==> config.mk <==
export PLATFORM = sky130hd
export DESIGN_NAME = host_bridge_reset_sequencer
export DESIGN_NICKNAME = d
export VERILOG_FILES = /design/src/design/reset_seq_pkg.sv /design/src/design/companion_reset.sv /design/src/design/host_bridge_reset_sequencer.sv
export SDC_FILE = /design/constraint.sdc
export NUM_CORES = 1
export LEC_CHECK = 0
export ABC_AREA = 1
export BUFFER_PORTS_ARGS = -buffer_cell sky130_fd_sc_hd__buf_2
export CAP_MARGIN = 20
export CELL_PAD_IN_SITES_DETAIL_PLACEMENT = 1
export CELL_PAD_IN_SITES_GLOBAL_PLACEMENT = 1
export CORE_MARGIN = 8
export CORE_UTILIZATION = 35
export CTS_BUF_LIST = sky130_fd_sc_hd__clkbuf_8
export CTS_CLUSTER_SIZE = 12
export DETAILED_ROUTE_END_ITERATION = 16
export GPL_ROUTABILITY_DRIVEN = 0
export PLACE_DENSITY = 0.79
export SLEW_MARGIN = 40
export SYNTH_ARGS = -nofsm -noshare
export SYNTH_HDL_FRONTEND = slang
export SYNTH_SLANG_ARGS = --single-unit
export TNS_END_PERCENT = 50
==> constraint.sdc <==
create_clock -name ref_clk_in -period 1.75 [get_ports ref_clk_in]
set_input_delay 0.2625 -clock ref_clk_in [delete_from_list [all_inputs] [get_ports ref_clk_in]]
set_output_delay 0.2625 -clock ref_clk_in [all_outputs]
set_load 0.01 [all_outputs]
==> src/design/reset_seq_pkg.sv <==
package reset_seq_pkg;
    localparam int unsigned CLK_MHZ = 125;
    localparam int unsigned PCI_RESET_MS = 1;
    localparam int unsigned COMPANION_RESET_MS = 2;
    localparam int unsigned MS_CYCLES = CLK_MHZ * 1000;
    localparam int unsigned PCI_RESET_CYCLES = PCI_RESET_MS * MS_CYCLES;
    localparam int unsigned COMPANION_RESET_CYCLES =
        COMPANION_RESET_MS * MS_CYCLES;
    localparam int unsigned INIT_HOST_CLOCKS = 4;
    localparam int unsigned BIST_EXTRA_HOST_CLOCKS = 16;
    localparam int unsigned PROC_RELEASE_HOST_CLOCKS = 2;
    localparam logic [7:0] CPU_RESET_CONTROL_OFFSET = 8'h93;
    localparam logic [7:0] CPU_RESET_CONTROL_RESET = 8'h00;
    localparam int unsigned HARD_RESET_BIT = 1;
    localparam int unsigned SOFT_RESET_BIT = 2;
    localparam int unsigned BIST_BIT = 3;
    localparam logic [7:0] CTRL_KEEP_MASK = 8'hF1;
endpackage

==> src/design/companion_reset.sv <==
`timescale 1ns/1ps
module companion_reset #(
    parameter int STRAP_W = 8
) (
    input  wire logic               ref_clk_in,          // Host clock
    input  wire logic               companion_reset_n_in, // From controller
    input  wire logic [STRAP_W-1:0] strap_in,            // Straps
    output logic                    proc_reset_o_out,    // Drive level
    output logic                    proc_reset_oe_n_out, // Low drives pin
    output logic [STRAP_W-1:0]      strap_out,           // Captured straps
    output logic                    sm_reset_out         // Internal reset
);
    logic [1:0]         rel_cnt_reg, rel_cnt_next;
    logic               drive_reg, drive_next;
    logic               prev_reg, prev_next;
    logic [STRAP_W-1:0] strap_reg, strap_next;

    always_comb begin
        prev_next  = companion_reset_n_in;
        strap_next = strap_reg;
        rel_cnt_next = rel_cnt_reg;
        drive_next = drive_reg;
        if (!companion_reset_n_in) begin
            drive_next   = 1'b1;
            rel_cnt_next = 2'h0;
        end else if (drive_reg) begin
            rel_cnt_next = rel_cnt_reg + 2'h1;
            if (rel_cnt_reg == 2'(reset_seq_pkg::PROC_RELEASE_HOST_CLOCKS - 1))
                drive_next = 1'b0;
        end
        if (companion_reset_n_in && !prev_reg)
            strap_next = strap_in;
    end

    always_ff @(posedge ref_clk_in) begin
        rel_cnt_reg <= rel_cnt_next;
        drive_reg   <= drive_next;
        prev_reg    <= prev_next;
        strap_reg   <= strap_next;
    end

    // Open drain: pull-up returns the pin high once released
    assign proc_reset_o_out    = 1'b0;
    assign proc_reset_oe_n_out = ~drive_reg;
    assign strap_out           = strap_reg;
    assign sm_reset_out        = ~companion_reset_n_in;
endmodule

==> src/design/host_bridge_reset_sequencer.sv <==
// Behaviour
// - Power-good low holds both resets
// - PCI reset 1 ms, companion 2 ms after power good
// - Companion drives processor reset while input low
// - Processor reset released two clocks after input
// - Releases synchronous to host and PCI clocks
// - Programmed hard reset: companion 2 ms, PCI 1 ms
// - Hard reset clears controller registers
// - Controller straps captured on power-good rise
// - Companion resets state, captures straps on rise
// - Shutdown cycle: no-data response and init in the same cycle
// - Programmed soft reset asserts init 4 clocks
// - Self-test: PCI 1 ms, companion 2 ms, init longer
`timescale 1ns/1ps
module host_bridge_reset_sequencer #(
    parameter int STRAP_W = 8,
    parameter int PCI_CYC = reset_seq_pkg::PCI_RESET_CYCLES,
    parameter int COMP_CYC = reset_seq_pkg::COMPANION_RESET_CYCLES
) (
    input  wire logic               ref_clk_in,          // Host/PCI clock
    input  wire logic               rst_in,              // Sync reset
    input  wire logic               power_good_in,       // Power good
    input  wire logic               shutdown_cycle_in,   // Shutdown seen
    output logic                    no_data_resp_out,    // Completion pulse
    input  wire logic               cfg_wr_in,           // Config write
    input  wire logic               cfg_rd_in,           // Config read
    input  wire logic [7:0]         cfg_addr_in,         // Config offset
    input  wire logic [7:0]         cfg_wdata_in,        // Write data
    output logic [7:0]              cfg_rdata_out,       // Read data
    input  wire logic [STRAP_W-1:0] strap_in,            // Controller straps
    output logic [STRAP_W-1:0]      strap_out,           // Captured straps
    input  wire logic [STRAP_W-1:0] comp_strap_in,       // Companion straps
    output logic [STRAP_W-1:0]      comp_strap_out,      // Captured
    output logic                    pci_bus_reset_out_n, // PCI reset
    output logic                    companion_reset_n_out, // To companion
    output logic                    proc_init_n_out,     // Processor init
    output logic                    proc_reset_o_out,    // Proc reset level
    output logic                    proc_reset_oe_n_out, // Low drives
    output logic                    comp_sm_reset_out    // Companion reset
);
    localparam int BIST_EXTRA = reset_seq_pkg::BIST_EXTRA_HOST_CLOCKS;
    // Counter spans the longest run: self-test init outlasts the companion
    localparam int CW = $clog2(COMP_CYC + BIST_EXTRA + 2);

    // Hard reset and self-test share ST_HARD; bist_reg tells them apart
    typedef enum logic [1:0] {
        ST_IDLE = 2'b00,
        ST_HARD = 2'b01,
        ST_INIT = 2'b10
    } seq_e;

    seq_e               state_reg, state_next;
    logic [CW-1:0]      cnt_reg, cnt_next;
    logic               pci_rst_reg, pci_rst_next;
    logic               comp_rst_reg, comp_rst_next;
    logic               init_reg, init_next;
    logic               bist_reg, bist_next;
    logic               pg_prev_reg, pg_prev_next;
    logic [7:0]         ctrl_reg, ctrl_next;
    logic [STRAP_W-1:0] strap_reg, strap_next;
    logic               resp_reg, resp_next;
    logic [7:0]         rdata_reg, rdata_next;
    logic               ctrl_hit;

    // Only the control register is decoded; other offsets read as zero
    assign ctrl_hit = cfg_addr_in == reset_seq_pkg::CPU_RESET_CONTROL_OFFSET;

    always_comb begin
        state_next    = state_reg;
        cnt_next      = cnt_reg;
        pci_rst_next  = pci_rst_reg;
        comp_rst_next = comp_rst_reg;
        init_next     = init_reg;
        bist_next     = bist_reg;
        ctrl_next     = ctrl_reg;
        resp_next     = 1'b0;
        unique case (state_reg)
            ST_IDLE: begin
                // Requests are taken in idle only; later ones are dropped
                if (shutdown_cycle_in) begin
                    resp_next  = 1'b1;
                    init_next  = 1'b1;
                    cnt_next   = '0;
                    state_next = ST_INIT;
                end else if (cfg_wr_in && ctrl_hit) begin
                    ctrl_next = cfg_wdata_in
                        & reset_seq_pkg::CTRL_KEEP_MASK;
                    cnt_next = '0;
                    if (cfg_wdata_in[reset_seq_pkg::BIST_BIT]) begin
                        pci_rst_next  = 1'b1;
                        comp_rst_next = 1'b1;
                        init_next     = 1'b1;
                        bist_next     = 1'b1;
                        state_next    = ST_HARD;
                    end else if (cfg_wdata_in[reset_seq_pkg::HARD_RESET_BIT])
                    begin
                        pci_rst_next  = 1'b1;
                        comp_rst_next = 1'b1;
                        ctrl_next     = reset_seq_pkg::CPU_RESET_CONTROL_RESET;
                        state_next    = ST_HARD;
                    end else if (cfg_wdata_in[reset_seq_pkg::SOFT_RESET_BIT])
                    begin
                        init_next  = 1'b1;
                        state_next = ST_INIT;
                    end
                end
            end
            ST_HARD: begin
                // PCI drops first; self-test holds init past the companion
                cnt_next = cnt_reg + CW'(1);
                if (cnt_reg == CW'(PCI_CYC - 1))
                    pci_rst_next = 1'b0;
                if (cnt_reg == CW'(COMP_CYC - 1))
                    comp_rst_next = 1'b0;
                if (!bist_reg && cnt_reg == CW'(COMP_CYC - 1))
                    state_next = ST_IDLE;
                if (bist_reg && cnt_reg == CW'(COMP_CYC + BIST_EXTRA - 1))
                begin
                    init_next  = 1'b0;
                    bist_next  = 1'b0;
                    state_next = ST_IDLE;
                end
            end
            ST_INIT: begin
                // Shutdown and soft write share one fixed init width
                cnt_next = cnt_reg + CW'(1);
                if (cnt_reg == CW'(reset_seq_pkg::INIT_HOST_CLOCKS - 1)) begin
                    init_next  = 1'b0;
                    state_next = ST_IDLE;
                end
            end
            default: state_next = ST_IDLE;
        endcase
        // Power loss overrides all but the no-data response and restarts the hard sequence
        if (!power_good_in) begin
            pci_rst_next  = 1'b1;
            comp_rst_next = 1'b1;
            init_next     = 1'b0;
            bist_next     = 1'b0;
            cnt_next      = '0;
            ctrl_next     = reset_seq_pkg::CPU_RESET_CONTROL_RESET;
            state_next    = ST_HARD;
        end
    end

    always_ff @(posedge ref_clk_in) begin
        if (rst_in) begin
            state_reg    <= ST_HARD;
            cnt_reg      <= '0;
            pci_rst_reg  <= 1'b1;
            comp_rst_reg <= 1'b1;
            init_reg     <= 1'b0;
            bist_reg     <= 1'b0;
            ctrl_reg     <= reset_seq_pkg::CPU_RESET_CONTROL_RESET;
            resp_reg     <= 1'b0;
        end else begin
            state_reg    <= state_next;
            cnt_reg      <= cnt_next;
            pci_rst_reg  <= pci_rst_next;
            comp_rst_reg <= comp_rst_next;
            init_reg     <= init_next;
            bist_reg     <= bist_next;
            ctrl_reg     <= ctrl_next;
            resp_reg     <= resp_next;
        end
    end

    // Straps load only on a power-good rise, so programmed resets keep them
    always_comb begin
        pg_prev_next = power_good_in;
        strap_next   = strap_reg;
        if (power_good_in && !pg_prev_reg)
            strap_next = strap_in;
    end

    always_ff @(posedge ref_clk_in) begin
        if (rst_in) begin
            // Cleared so power good already high at release still loads
            pg_prev_reg <= 1'b0;
            strap_reg   <= '0;
        end else begin
            pg_prev_reg <= pg_prev_next;
            strap_reg   <= strap_next;
        end
    end

    // Reads answer one cycle after the strobe
    always_comb begin
        rdata_next = 8'h00;
        if (cfg_rd_in && ctrl_hit)
            rdata_next = ctrl_reg;
    end

    always_ff @(posedge ref_clk_in) begin
        if (rst_in) begin
            rdata_reg <= 8'h00;
        end else begin
            rdata_reg <= rdata_next;
        end
    end

    assign pci_bus_reset_out_n   = ~pci_rst_reg;
    assign companion_reset_n_out = ~comp_rst_reg;
    assign proc_init_n_out       = ~init_reg;
    assign no_data_resp_out      = resp_reg;
    assign cfg_rdata_out         = rdata_reg;
    assign strap_out             = strap_reg;

    // Companion samples the very level that leaves the controller pin
    companion_reset #(.STRAP_W(STRAP_W)) u_companion (
        .ref_clk_in          (ref_clk_in),
        .companion_reset_n_in(companion_reset_n_out),
        .strap_in            (comp_strap_in),
        .proc_reset_o_out    (proc_reset_o_out),
        .proc_reset_oe_n_out (proc_reset_oe_n_out),
        .strap_out           (comp_strap_out),
        .sm_reset_out        (comp_sm_reset_out)
    );
endmodule

==> impl_metrics.json <==
{
  "fin_crit_ps": 1622,
  "multi_input_area_um2": 1404,
  "grt_max_degree": 18,
  "track_usage_pct": 15.15,
  "drive_gt1_share_pct": 24.32,
  "synth_commonest_cells": "nand2_1 (97), nor2_1 (76), inv_1 (52), dfxtp_1 (48), a21oi_1 (22)",
  "min_path_cells": 1,
  "ir_worst_vdd_mv": 0.2604,
  "synth_top_family_by_area": "simple AND/OR/NAND/NOR gates",
  "critical-path-max-stage-delay_ps": 360,
  "synthXorXnorAreaFrac_pct": 0.3110,
  "ioPinCount": 69,
  "dp_hpwl_mm": 6.823,
  "synth.area.mux_share_pct": 0,
  "synth_area_leader_cell": "dfxtp_1",
  "max_slew_margin_pct": 60.00,
  "num_vias": 2798,
  "crit_family": "simple AND/OR/NAND/NOR gates",
  "largest_reg_flops": 18,
  "yosysMostFrequentCell": "nand2_1",
  "final_hold_viol_count": 0,
  "dr.pass1.iters": 4,
  "syn_avg_cell_area_um2": 7.006,
  "crit_path_cell_trace": "inv_1 > ha_4 > nand2_2 > inv_2 > nand2_4 > nand2_8 > o21ai_4 > inv_4 > o21ai_0 > nor2_1",
  "clk_latency_ps": 320,
  "syn_area_um2": 2816,
  "layout.filler_cells": 1014,
  "dpl_cell_area_um2": 3298,
  "seqCellArea_um2": 1206,
  "p_per_area_nw_per_um2": 632.1,
  "wirelength_mm": 8.416,
  "synthTopCellsByArea": "dfxtp_1 (34%), nand2_1 (13%), nor2_1 (10%)",
  "endpoint_kind": "flip-flop",
  "die_height_um": 105.7,
  "run_status": "complete, no violations",
  "cap_violations": 0,
  "area_growth_pct": 23.15,
  "synth-adder-area-share_pct": 2.665,
  "crit_arrival_ps": 1840,
  "yosys.area_share.simple_pct": 36.25,
  "clock-sinks": 56,
  "die_w_um": 105.7,
  "drtIter0Drc": 101,
  "synth.distinct_cells": 33,
  "cp.required_ps": 1970,
  "ff2ff_path_depth": 10,
  "drc": 0,
  "holdCritPathClass": "in -> reg",
  "vias_per_cell": 4.799,
  "wire_per_inst_um": 14.44,
  "worstSetupStartpointType": "flip-flop",
  "syn_inst": 402,
  "finalSetupViolations": 0,
  "first_global_vias": 2996,
  "yosysTopAreaCellShare_pct": 34.12,
  "synth_flop_cell": "dfxtp_1",
  "async_reset_ff_share_pct": 0,
  "path_buf_inv": 3,
  "ys_ff_latch": 56,
  "cts-buffers-inserted": 5,
  "cts_buffer_depth": 2,
  "antenna_found_initial": 0,
  "skew_ps": 16.68,
  "ys_seq_area_share_pct": 42.65,
  "maxSlewViolCount": 0,
  "grt_pass1_wl_mm": 14.18,
  "die_area_um2": 11170,
  "synth_compound_area_share_pct": 7.996,
  "initial_core_util_pct": 36.26,
  "rows": 32,
  "finalInstanceArea_um2": 3468,
  "timing.final.crit_share_pct": 92.69,
  "cts_tree": "yes",
  "power_leakage_nw": 1.532,
  "critical_path_class": "reg -> reg",
  "gr-total-overflow": 0,
  "finalSetupTns_ps": 0,
  "synth_warnings": 0,
  "cp.depth": 10,
  "synth_edf_count": 8,
  "crit_path_top_delay_cell": "dfxtp_1",
  "io_buffers": 64,
  "path_max_fanout": 9,
  "whs_ps": 117.1,
  "coreArea_um2": 7767,
  "fmax_ghz": 0.6165,
  "utilization_pct": 44.65,
  "ant_nets": 0,
  "htreeDepth": 2,
  "worst-slew-pin-transition_ps": 597.7,
  "cts.clk_slew.worst_paths_ps": 110,
  "layout.nets": 524,
  "diodes": 0,
  "cts-root-buf": "clkbuf_8"
}
==> placed cells by master, fill, tap and decap left out, drive strengths merged <==
cell / instances
o21ai: 16
nand4: 13
clkinv: 1
or2: 1
ha: 6
inv: 58
nor2: 82
buf: 78
clkinvlp: 1
nor4: 2
a211oi: 2
nand2: 102
a21oi: 23
nor3: 3
nand3: 23
conb: 4
a21boi: 1
nand3b: 2
xnor2: 1
edfxtp: 8
dfxtp: 48
nor3b: 1
clkbuf: 5
==> cells by family (layout without fill, tap and decap cells) <==
group	count (synthesis)	after routing
other	1	4
DFF	56	56
and+or+nand+nor	229	229
buffers and inverters	67	143
xor gates and xnor gates	1	1
AOI/OAI and AO/OA	42	42
adders and majority gates	6	6
==> worst paths after layout <==
check | start | endpoint | slack [ps]
max | state_reg[0] | cnt_reg[15] | 130
min | comp_strap_in[4] | u_companion.strap_out[4] | 120
max reg2reg | state_reg[0] | cnt_reg[15] | 130
min reg2reg | ctrl_reg[7] | cfg_rdata_out[7] | 430
==> stage by stage <==
| stage | setup WS [ps] | power [mW] | instances |
|---|---|---|---|
| 4_1_cts | -45.71 | 2.219 | 581 |
| 3_3_place_gp | 75.38 | 1.496 | 573 |
| 3_5_place_dp | -27.05 | 1.502 | 573 |
| 2_1_floorplan | 82.53 | 1.424 | 405 |
| 5_1_grt | -28.49 | 2.292 | 583 |
| 6_report | 127.9 | 2.192 | 583 |
==> layout make-up <==
type	count	share of cell area [%]
Inverter	57	6.241
Sequential cell	56	34.78
Tap cell	102	3.680
Timing Repair Buffer	78	12.27
Clock buffer	5	1.984
Multi-Input combinational cell	282	40.48
Clock inverter	3	0.5772
==> metal layers <==
metal	global-route usage (%)	part of all wire (%)
met1	16.55	43
met2	27.39	52
met3	3.898	4.3
met4	5.729	1.5
met5	0	0
==> where the power goes <==
group	internal (mW)	switching, mW	leakage [nW]
combinational	0.0673	0.0868	1.02
clock	0.280	0.435	0.0455
sequential	1.32	0.00754	0.462
==> timing repair <==
| item | in CTS | in global routing |
|---|---|---|
| hold buffers | 0 | 0 |
| pin swaps | 0 | 4 |
| endpoints found under the setup margin | 8 | 21 |
| gates resized for setup | 1 | 14 |
| setup buffers | 0 | 2 |
No activity file was read; power rests on OpenSTA's default activity.
